[src/common/dshp_map.svh]
// Offsets, field codes and counts for the serial host port.
// Assumes inclusion by bare name from the core file.
`ifndef DSHP_MAP_SVH
`define DSHP_MAP_SVH

// --------------------------------------------------------------
// Frame geometry
// --------------------------------------------------------------
`define DSHP_SPI_FRAME_BITS 24
`define DSHP_SPI_CNT_W 5
`define DSHP_RW_BIT 23

// --------------------------------------------------------------
// Bus addressing and general call
// --------------------------------------------------------------
`define DSHP_ADDR_FIXED 4'h9
`define DSHP_GC_ADDR 8'h00
`define DSHP_GC_RESET 8'h06

// --------------------------------------------------------------
// Command byte codes
// --------------------------------------------------------------
`define DSHP_CMD_NOOP 7'h00
`define DSHP_CMD_LAST 7'h09

// --------------------------------------------------------------
// Synchronised input vector positions
// --------------------------------------------------------------
`define DSHP_IN_N 7
`define DSHP_IN_FSEL 0
`define DSHP_IN_SCLK 1
`define DSHP_IN_SDI 2
`define DSHP_IN_SCL 3
`define DSHP_IN_SDA 4
`define DSHP_IN_ASTRAP 5
`define DSHP_IN_MODE 6

// Cycles after reset release before the mode strap is caught
`define DSHP_STRAP_WAIT 3'h4

`endif

[src/common/dshp_pkg.sv]
// Types shared by the serial host port and its bench.
// Uses no constants from the header, so needs no include path.
package dshp_pkg;

  // Register write request handed to the register file
  typedef struct packed {
    logic [7:0] cmd;   // Register code, read/write flag removed
    logic [15:0] data; // High byte then low byte
  } dshp_wr_t;

  // Two-wire slave states
  typedef enum logic [2:0] {
    ST_IDLE = 3'b000, // Waiting for a start
    ST_RX = 3'b001,   // Shifting a byte in
    ST_ACK = 3'b010,  // Holding the data line low for the ninth clock
    ST_TX = 3'b011,   // Shifting a byte out
    ST_RACK = 3'b100, // Sampling the master's acknowledge
    ST_SKIP = 3'b101  // Not addressed or transfer over, waiting for next start
  } dshp_state_t;

endpackage

[src/core/dshp_host_port.sv]
// Serial host port: three-wire write port and two-wire slave port.
// Assumes pins arrive asynchronously and a register file sits outside,
// taking write requests and returning read data for rd_cmd_out.
//
// Summary of operation
// - SPI frames need 24 falling edges; update on rise
// - Early frame-select rise aborts and clears shift register
// - Aborted frame changes no register or mode
// - Strap high at power-up selects two-wire mode
// - Two-wire side is slave only, never drives clock
// - Same protocol at 100k, 400k and 1M rates
// - Only seven-bit addresses; ten-bit never matches
// - General call 00 then 06 triggers software reset
// - Reset fires at falling edge of second acknowledge
// - Ninth clock carries acknowledge, low means acknowledged
// - Start detected in every state
// - After stop release data line and idle
// - Data changes only while clock is low
// - Acknowledge address only on a match or a general call
// - Direction bit steers data; receiver acknowledges bytes
// - Every write byte after a matching address is acknowledged; a general call acknowledges only 00 and 06
// - Write applied at falling edge of last acknowledge
// - Address is 1001 plus three strap-decoded bits
// - Strap sampled during first byte, latched per frame
// - First byte: seven address bits plus direction flag
// - Command codes: 0 no-op, 1..9 registers
// - Read: command write, repeated start, two bytes out
// - SPI shift register holds 24 bits per frame
// - Frame-select fall starts frame; high blocks inputs
`timescale 1ns/100ps
`include "dshp_map.svh"

module dshp_host_port #(
  parameter int FRAME_BITS = `DSHP_SPI_FRAME_BITS // Bits per three-wire frame
) (
  input wire logic clk_sys_in, // System clock, 10 MHz
  input wire logic rst_n_in, // Synchronous reset, active low
  input wire logic interface_select_strap_in, // Mode strap, high for two-wire
  input wire logic frame_sel_n_in, // Three-wire frame select, active low
  input wire logic sclk_in, // Three-wire serial clock
  input wire logic serial_data_in_in, // Three-wire serial data
  input wire logic scl_in, // Two-wire clock, input only
  input wire logic sda_in, // Two-wire data level on the wire
  input wire logic address_strap_pin_in, // Address strap pin
  input wire logic [15:0] rd_data_in, // Register value for rd_cmd_out
  output logic sda_out, // Data drive value, always low
  output logic sda_oe_out, // High while pulling data low
  output logic i2c_mode_out, // Latched interface mode
  output logic wr_valid_out, // One-cycle write strobe
  output dshp_pkg::dshp_wr_t wr_req_out, // Write request
  output logic [7:0] rd_cmd_out, // Register selected for reads
  output logic soft_reset_out, // One-cycle software reset
  output logic spi_abort_out // One-cycle aborted-frame pulse
);

  // --------------------------------------------------------------
  // Elaboration check
  // --------------------------------------------------------------
  // Counter width and the command field position fix the frame size
  if (FRAME_BITS != `DSHP_SPI_FRAME_BITS) begin : g_bad_frame
    $error("FRAME_BITS must equal the 24-bit frame");
  end

  // --------------------------------------------------------------
  // Input synchronisers
  // --------------------------------------------------------------
  logic [`DSHP_IN_N-1:0] raw; // Pins gathered into one vector
  logic [`DSHP_IN_N-1:0] s1_r; // First stage, read only by s2_r
  logic [`DSHP_IN_N-1:0] s2_r; // Second stage
  logic [`DSHP_IN_N-1:0] s3_r; // Third stage
  logic [`DSHP_IN_N-1:0] filt_r; // Accepted level
  logic [`DSHP_IN_N-1:0] prev_r; // Accepted level one cycle earlier
  logic [`DSHP_IN_N-1:0] agree; // Stages two and three agree

  assign raw = {interface_select_strap_in, address_strap_pin_in, sda_in, scl_in,
                serial_data_in_in, sclk_in, frame_sel_n_in};
  assign agree = ~(s2_r ^ s3_r);

  // Three flops; a change counts only once stages two and three agree
  always_ff @(posedge clk_sys_in) begin
    if (!rst_n_in) begin
      s1_r <= '1;
      s2_r <= '1;
      s3_r <= '1;
      filt_r <= '1;
      prev_r <= '1;
    end else begin
      s1_r <= raw;
      s2_r <= s1_r;
      s3_r <= s2_r;
      filt_r <= (filt_r & ~agree) | (s2_r & agree);
      prev_r <= filt_r;
    end
  end

  // Edge events of the accepted levels
  logic scl, sda, scl_rise, scl_fall, sda_rise, sda_fall;
  logic fsel_rise, fsel_fall, sclk_fall;
  assign scl = filt_r[`DSHP_IN_SCL];
  assign sda = filt_r[`DSHP_IN_SDA];
  assign scl_rise = scl & ~prev_r[`DSHP_IN_SCL];
  assign scl_fall = ~scl & prev_r[`DSHP_IN_SCL];
  assign sda_rise = sda & ~prev_r[`DSHP_IN_SDA];
  assign sda_fall = ~sda & prev_r[`DSHP_IN_SDA];
  assign fsel_rise = filt_r[`DSHP_IN_FSEL] & ~prev_r[`DSHP_IN_FSEL];
  assign fsel_fall = ~filt_r[`DSHP_IN_FSEL] & prev_r[`DSHP_IN_FSEL];
  assign sclk_fall = ~filt_r[`DSHP_IN_SCLK] & prev_r[`DSHP_IN_SCLK];

  // --------------------------------------------------------------
  // Mode strap capture
  // --------------------------------------------------------------
  logic [2:0] strap_wait_r; // Lets the synchroniser settle first
  logic mode_done_r; // Strap has been caught
  logic i2c_mode_r; // Latched mode, kept until next reset

  // Caught once after reset release; later strap changes are ignored
  always_ff @(posedge clk_sys_in) begin
    if (!rst_n_in) begin
      strap_wait_r <= 3'h0;
      mode_done_r <= 1'b0;
      i2c_mode_r <= 1'b0;
    end else if (!mode_done_r) begin
      if (strap_wait_r == `DSHP_STRAP_WAIT) begin
        mode_done_r <= 1'b1;
        i2c_mode_r <= filt_r[`DSHP_IN_MODE];
      end else begin
        strap_wait_r <= strap_wait_r + 3'h1;
      end
    end
  end

  // --------------------------------------------------------------
  // Three-wire shift path
  // --------------------------------------------------------------
  logic [FRAME_BITS-1:0] spi_sh_r; // Input shift register
  logic [`DSHP_SPI_CNT_W-1:0] spi_cnt_r; // Falling edges seen, saturating
  logic spi_act; // Three-wire mode and idle-safe
  logic spi_full; // Enough edges for a write
  logic spi_fire; // Write at frame-select rise
  logic [6:0] spi_cmd; // Command without read flag

  assign spi_act = mode_done_r & ~i2c_mode_r;
  assign spi_full = (spi_cnt_r == `DSHP_SPI_CNT_W'(FRAME_BITS));
  assign spi_cmd = spi_sh_r[`DSHP_RW_BIT-1 -: 7];
  // NOOP and unknown codes reach no register
  assign spi_fire = spi_act & fsel_rise & spi_full & ~spi_sh_r[`DSHP_RW_BIT] &
                    (spi_cmd != `DSHP_CMD_NOOP) & (spi_cmd <= `DSHP_CMD_LAST);

  // Clock and data only count while frame select is low
  always_ff @(posedge clk_sys_in) begin
    if (!rst_n_in) begin
      spi_sh_r <= '0;
      spi_cnt_r <= '0;
    end else if (spi_act) begin
      if (fsel_fall || fsel_rise) begin
        // Fresh frame, or early rise wipes partial bits
        spi_sh_r <= '0;
        spi_cnt_r <= '0;
      end else if (!filt_r[`DSHP_IN_FSEL] && sclk_fall) begin
        spi_sh_r <= {spi_sh_r[FRAME_BITS-2:0], filt_r[`DSHP_IN_SDI]};
        if (!spi_full) begin
          spi_cnt_r <= spi_cnt_r + `DSHP_SPI_CNT_W'(1);
        end
      end
    end
  end

  // --------------------------------------------------------------
  // Two-wire slave
  // --------------------------------------------------------------
  dshp_pkg::dshp_state_t st_r; // Slave state
  logic [3:0] bit_r; // Clock rises within the byte
  logic [1:0] byte_r; // 0 address, 1 command, 2 high, 3 low
  logic [7:0] sh_r; // Receive shift register
  logic [7:0] tx_r; // Transmit shift register
  logic [7:0] hi_r; // Received high data byte
  logic [7:0] cmd_r; // Last command byte
  logic rw_r; // Direction flag of this transfer
  logic gc_r; // Transfer is a general call
  logic gc_go_r; // Reset pending on this acknowledge
  logic tx_lo_r; // Low byte is being sent
  logic oe_r; // Pull data low
  logic st_lo_r, st_hi_r, st_dsda_r, st_dscl_r; // Strap observations
  logic [2:0] strap_code; // Decoded lower address bits
  logic [2:0] strap_r; // Address bits latched for the frame
  logic addr_hit; // Received address is ours
  logic i2c_fire; // Write at last acknowledge fall
  logic start_ev, stop_ev; // Bus conditions

  assign start_ev = i2c_mode_r & scl & sda_fall;
  assign stop_ev = i2c_mode_r & scl & sda_rise;

  // Strap tied low, high, to the data line, or to the clock line
  always_comb begin
    if (!st_hi_r) begin
      strap_code = 3'h0;
    end else if (!st_lo_r) begin
      strap_code = 3'h1;
    end else if (!st_dsda_r) begin
      strap_code = 3'h2;
    end else begin
      strap_code = 3'h3;
    end
  end

  // Only 1001xxx matches, so ten-bit prefixes fall through
  assign addr_hit = (sh_r[7:1] == {`DSHP_ADDR_FIXED, strap_code});
  assign i2c_fire = (st_r == dshp_pkg::ST_ACK) & scl_fall & (byte_r == 2'h3) & ~rw_r &
                    ~gc_r & (cmd_r[6:0] != `DSHP_CMD_NOOP) &
                    (cmd_r[6:0] <= `DSHP_CMD_LAST);

  // Strap watch runs through the address byte of every frame
  always_ff @(posedge clk_sys_in) begin
    if (!rst_n_in || start_ev) begin
      st_lo_r <= 1'b0;
      st_hi_r <= 1'b0;
      st_dsda_r <= 1'b0;
      st_dscl_r <= 1'b0;
    end else if (st_r == dshp_pkg::ST_RX && byte_r == 2'h0) begin
      st_lo_r <= st_lo_r | ~filt_r[`DSHP_IN_ASTRAP];
      st_hi_r <= st_hi_r | filt_r[`DSHP_IN_ASTRAP];
      st_dsda_r <= st_dsda_r | (filt_r[`DSHP_IN_ASTRAP] ^ sda);
      st_dscl_r <= st_dscl_r | (filt_r[`DSHP_IN_ASTRAP] ^ scl);
    end
  end

  // Byte engine; data drive changes only after a clock fall
  always_ff @(posedge clk_sys_in) begin
    if (!rst_n_in || !i2c_mode_r) begin
      st_r <= dshp_pkg::ST_IDLE;
      bit_r <= 4'h0;
      byte_r <= 2'h0;
      sh_r <= 8'h00;
      tx_r <= 8'h00;
      hi_r <= 8'h00;
      cmd_r <= 8'h00;
      rw_r <= 1'b0;
      gc_r <= 1'b0;
      gc_go_r <= 1'b0;
      tx_lo_r <= 1'b0;
      oe_r <= 1'b0;
      strap_r <= 3'h0;
    end else if (start_ev) begin
      // Start or repeated start wins over any state
      st_r <= dshp_pkg::ST_RX;
      bit_r <= 4'h0;
      byte_r <= 2'h0;
      gc_r <= 1'b0;
      gc_go_r <= 1'b0;
      oe_r <= 1'b0;
    end else if (stop_ev) begin
      st_r <= dshp_pkg::ST_IDLE;
      oe_r <= 1'b0;
    end else begin
      case (st_r)
        dshp_pkg::ST_RX: begin
          if (scl_rise) begin
            sh_r <= {sh_r[6:0], sda};
            bit_r <= bit_r + 4'h1;
          end else if (scl_fall && bit_r == 4'h8) begin
            bit_r <= 4'h0;
            st_r <= dshp_pkg::ST_ACK;
            oe_r <= 1'b1;
            if (byte_r == 2'h0) begin
              strap_r <= strap_code;
              rw_r <= sh_r[0];
              if (sh_r == `DSHP_GC_ADDR) begin
                gc_r <= 1'b1;
              end else if (!addr_hit) begin
                st_r <= dshp_pkg::ST_SKIP;
                oe_r <= 1'b0;
              end
            end else if (byte_r == 2'h1) begin
              if (gc_r) begin
                gc_go_r <= (sh_r == `DSHP_GC_RESET);
                st_r <= (sh_r == `DSHP_GC_RESET) ? dshp_pkg::ST_ACK : dshp_pkg::ST_SKIP;
                oe_r <= (sh_r == `DSHP_GC_RESET);
              end else begin
                cmd_r <= sh_r;
              end
            end else if (byte_r == 2'h2) begin
              hi_r <= sh_r;
            end
          end
        end
        dshp_pkg::ST_ACK: begin
          if (scl_fall) begin
            oe_r <= 1'b0;
            if (gc_go_r) begin
              gc_go_r <= 1'b0;
              st_r <= dshp_pkg::ST_SKIP;
            end else if (rw_r) begin
              // Read: high byte goes out first
              tx_r <= rd_data_in[15:8];
              tx_lo_r <= 1'b0;
              oe_r <= ~rd_data_in[15];
              st_r <= dshp_pkg::ST_TX;
            end else begin
              // Further bytes after the low byte start a new data pair
              byte_r <= (byte_r == 2'h3) ? 2'h2 : byte_r + 2'h1;
              st_r <= dshp_pkg::ST_RX;
            end
          end
        end
        dshp_pkg::ST_TX: begin
          if (scl_rise) begin
            bit_r <= bit_r + 4'h1;
          end else if (scl_fall) begin
            if (bit_r == 4'h8) begin
              bit_r <= 4'h0;
              oe_r <= 1'b0;
              st_r <= dshp_pkg::ST_RACK;
            end else begin
              tx_r <= {tx_r[6:0], 1'b0};
              oe_r <= ~tx_r[6];
            end
          end
        end
        dshp_pkg::ST_RACK: begin
          if (scl_rise) begin
            // Master acknowledge after the high byte brings the low byte
            if (!sda && !tx_lo_r) begin
              tx_lo_r <= 1'b1;
            end else begin
              st_r <= dshp_pkg::ST_SKIP;
            end
          end else if (scl_fall && tx_lo_r) begin
            tx_r <= rd_data_in[7:0];
            oe_r <= ~rd_data_in[7];
            st_r <= dshp_pkg::ST_TX;
          end
        end
        default: begin
          oe_r <= 1'b0;
        end
      endcase
    end
  end

  // --------------------------------------------------------------
  // Output registers
  // --------------------------------------------------------------
  // Strobes come straight from flops; clock line never driven
  always_ff @(posedge clk_sys_in) begin
    if (!rst_n_in) begin
      wr_valid_out <= 1'b0;
      wr_req_out <= '0;
      soft_reset_out <= 1'b0;
      spi_abort_out <= 1'b0;
      sda_out <= 1'b0;
      sda_oe_out <= 1'b0;
      i2c_mode_out <= 1'b0;
      rd_cmd_out <= 8'h00;
    end else begin
      wr_valid_out <= spi_fire | i2c_fire;
      if (spi_fire) begin
        wr_req_out <= {{1'b0, spi_cmd}, spi_sh_r[15:0]};
      end else if (i2c_fire) begin
        wr_req_out <= {{1'b0, cmd_r[6:0]}, hi_r, sh_r};
      end
      soft_reset_out <= (st_r == dshp_pkg::ST_ACK) & scl_fall & gc_go_r;
      spi_abort_out <= spi_act & fsel_rise & ~spi_full;
      sda_out <= 1'b0;
      sda_oe_out <= oe_r & i2c_mode_r;
      i2c_mode_out <= i2c_mode_r;
      rd_cmd_out <= {1'b0, cmd_r[6:0]};
    end
  end

endmodule

[config.mk]
export PLATFORM = sky130hd
export DESIGN_NAME = dshp_host_port
export DESIGN_NICKNAME = d
export VERILOG_FILES = /design/src/common/dshp_pkg.sv /design/src/core/dshp_host_port.sv
export VERILOG_INCLUDE_DIRS = /design/src /design/src/common
export SDC_FILE = /design/constraint.sdc
export NUM_CORES = 1
export LEC_CHECK = 0
export BUFFER_PORTS_ARGS = -buffer_cell sky130_fd_sc_hd__buf_4
export CAP_MARGIN = 20
export CORE_ASPECT_RATIO = 0.8
export CORE_MARGIN = 2
export CORE_UTILIZATION = 50
export CTS_CLUSTER_DIAMETER = 80
export DETAILED_ROUTE_END_ITERATION = 6
export MAX_ROUTING_LAYER = met4
export PLACE_DENSITY_LB_ADDON = 0.2
export SLEW_MARGIN = 20
export SYNTH_ARGS = -nofsm -noshare
export SYNTH_HDL_FRONTEND = slang
export SYNTH_SLANG_ARGS = --single-unit
[constraint.sdc]
create_clock -name clk_sys_in -period 3.75 [get_ports clk_sys_in]
set_input_delay 0.5625 -clock clk_sys_in [delete_from_list [all_inputs] [get_ports clk_sys_in]]
set_output_delay 0.5625 -clock clk_sys_in [all_outputs]
set_load 0.05 [all_outputs]
==> results.cfg <==
[clock_network]
hold_buffers = 0
cts_tree = yes
cts.sinks = 148
root_buffer = clkbuf_16
numCtsBuffers = 17
ctsHtreeMaxLevel = 4
clkTransAtPathRegs_ns = 0.06
clk_latency_ns = 0.42
cts_resized = 0
postCtsSetupRepairBufs = 0
clk_path_buf_depth = 2

[routing]
routed_wl_um = 14300
drt_iter0_markers = 300
drc = 0
ant_nets = 0
vias_per_cell = 5.67
firstDrtPassIters = 4
wl_per_cell_um = 16.0
vias = 5045

[status]
status = finished, final reports clean

[global_routing]
grt_pass1_vias = 4633
globalRouteTotalUtil = 0.223
overflow = 0
antenna_found_initial = 0
grt_max_degree = 41
grt_pass1_wl_um = 23600

[setup_path]
cp.required_ns = 4.04
worst-setup-path-type = register to register
crit_fanout = 16
startpoint_type = register
cp_slowest_cell = or4b_1
worstPathArrival_ns = 2.88
critical_path.cell_chain = ha_1, and2b_1, o2111ai_1, or4b_1, mux2i_1, nor2_1
max_stage_delay_ns = 0.78
critPathCaptureType = register

[power_and_ir_drop]
ir_worst_vdd_uv = 363
p_sw_frac = 0.229
p_per_area_nw_per_um2 = 461
clkPwrFrac = 0.483
internal_power_uw = 2620
power_frac_seq = 0.474
p_comb_frac = 0.042
power_leakage_uw = 0.00300
p_sw_uw = 780

[sta]
worstMarginPinSlew_ns = 0.765
hold_slack_ns = 0.326
fin_crit_ns = 2.58
setup_tns_ns = 0
fin_skew_ns = 0.00946
finalCritPeriodShare = 0.689
setup_violations = 0
hold_viol = 0
max_slew_margin = 0.489
fmax_mhz = 387
slew_viol_final = 0
grt_setup_unrepaired = no

[placement]
gp_congestion = 0.888
place_area_um2 = 6800
port_buffers = 59
dpl.hpwl_um = 9570

[logic_synthesis]
synth_common_cells = dfxtp_1, nor2_1, a21oi_1
syn_inst = 675
synth_warnings = 0
syn_avg_cell_area_um2 = 9.44
async_reset_ff_frac = 0
synth_top_family_by_area = compound AO/OA/AOI/OAI gates
synthMostInstantiatedCell = dfxtp_1
syn_area_um2 = 6370
ys_seq_elements = 148
synth_top_area_cell = dfxtp_1
synthAdderAreaFrac = 0.0177
synth_xor_area_frac = 0.00962
synth_compound_area_frac = 0.196
ys_seq_area_frac = 0.465
synth_mux_area_frac = 0.0754
synth_cell_types = 70
synth-edff-count = 0
synth_ff_type = dfxtp_1
yosys.area_share.simple = 0.180
synth_top_area_frac = 0.465
synth_area_leaders = dfxtp_1, mux2i_1, a21oi_1

[final_layout]
final_nets = 739
layout-drive-gt1-share = 0.184
antenna_cells = 0
fin_area_um2 = 7380
finish.utilization = 0.600
syn2layout_area_growth_pct = 15.9

[die]
start_util = 0.518
dieArea_um2 = 13700
fp-row-count = 36
die_y_um = 105
die_x_um = 130
pin_count = 63
core-area_um2 = 12300

[job]
cap_violations = 0

[hold_path]
hold_class = input port to register
[power groups by stage]
stage	clock network (µW)	registers, µW	logic, µW
after floorplan	0	1640	103
after global placement	0	1650	140
after detailed placement	0	1650	144
after CTS	1670	1610	144
after global routing	1750	1620	163
final	1640	1610	144
[critical path, delay by kind of cell (launching register included)]
kind,cells,cell delay (ns)
fa+ha+maj,1,0.42
compound gates,1,0.24
mux,1,0.24
flops,1,0.38
simple gates,3,1.18
[through the flow]
stage / setup slack, ns / cells / total power (µW)
after floorplan: 1.61 / 677 / 1750
after global placement: 1.09 / 857 / 1790
after detailed placement: 1.01 / 857 / 1790
after CTS: 0.978 / 889 / 3430
after global routing: 0.987 / 889 / 3520
final: 1.17 / 889 / 3400
[final cells by class]
type                    instances  area (µm²)
fillers                      1042        4920
flip-flops and latches        148        2960
inverters                      21        78.8
repair buffers                 65         488
clock inverters                11         118
clock buffers                  21         460
well taps                     171         214
multi-input cells             452        3060
[flip-flops by register name, indices dropped and copies added, names as in the netlist, 3 cells and up, named ones only]
signal,cells
spi_sh_r,24
wr_req_out,23
hi_r,8
sh_r,8
cmd_r,7
rd_cmd_out,7
s1_r,7
s2_r,7
s3_r,7
tx_r,7
spi_cnt_r,5
bit_r,4
prev_r,4
st_r,3
strap_wait_r,3
[kinds of logic (layout without fill, tap and decap cells)]
family | count (synthesis) | after routing
flops | 148 | 148
buf+inv | 77 | 118
other cells | 1 | 3
xor+xnor | 7 | 7
simple gates | 204 | 204
compound gates | 181 | 181
mux | 48 | 48
fa+ha+maj | 9 | 9
[cells in the final DEF (no fill, tap or decap), types with 19 or more instances in the layout]
cell type	Yosys	layout
a21oi_1	51	51
buf_4	4	65
dfxtp_1	148	147
inv_1	21	21
mux2i_1	48	48
nand2_1	25	25
nand2b_1	36	36
nor2_1	56	56
o21ai_0	25	25
o21ai_1	19	19
o221a_2	22	22
[per-layer routing]
layer,GRT usage,vias up,wire (µm)
met4,0.0614,0,140
met5,-,-,0
met2,0.315,123,6320
li1,-,2488,-
met3,0.0563,14,770
met1,0.318,2420,7030
[worst paths after layout]
check / from / to / slack [ns] / depth (start not counted)
min: scl_in / s1_r[3] / 0.33 / 2
min reg2reg: s1_r[4] / s2_r[4] / 0.41 / 1
max reg2reg: register / cmd_r[1] / 1.17 / 6
max: register / cmd_r[1] / 1.17 / 6
(Power assumes the default switching activity.)
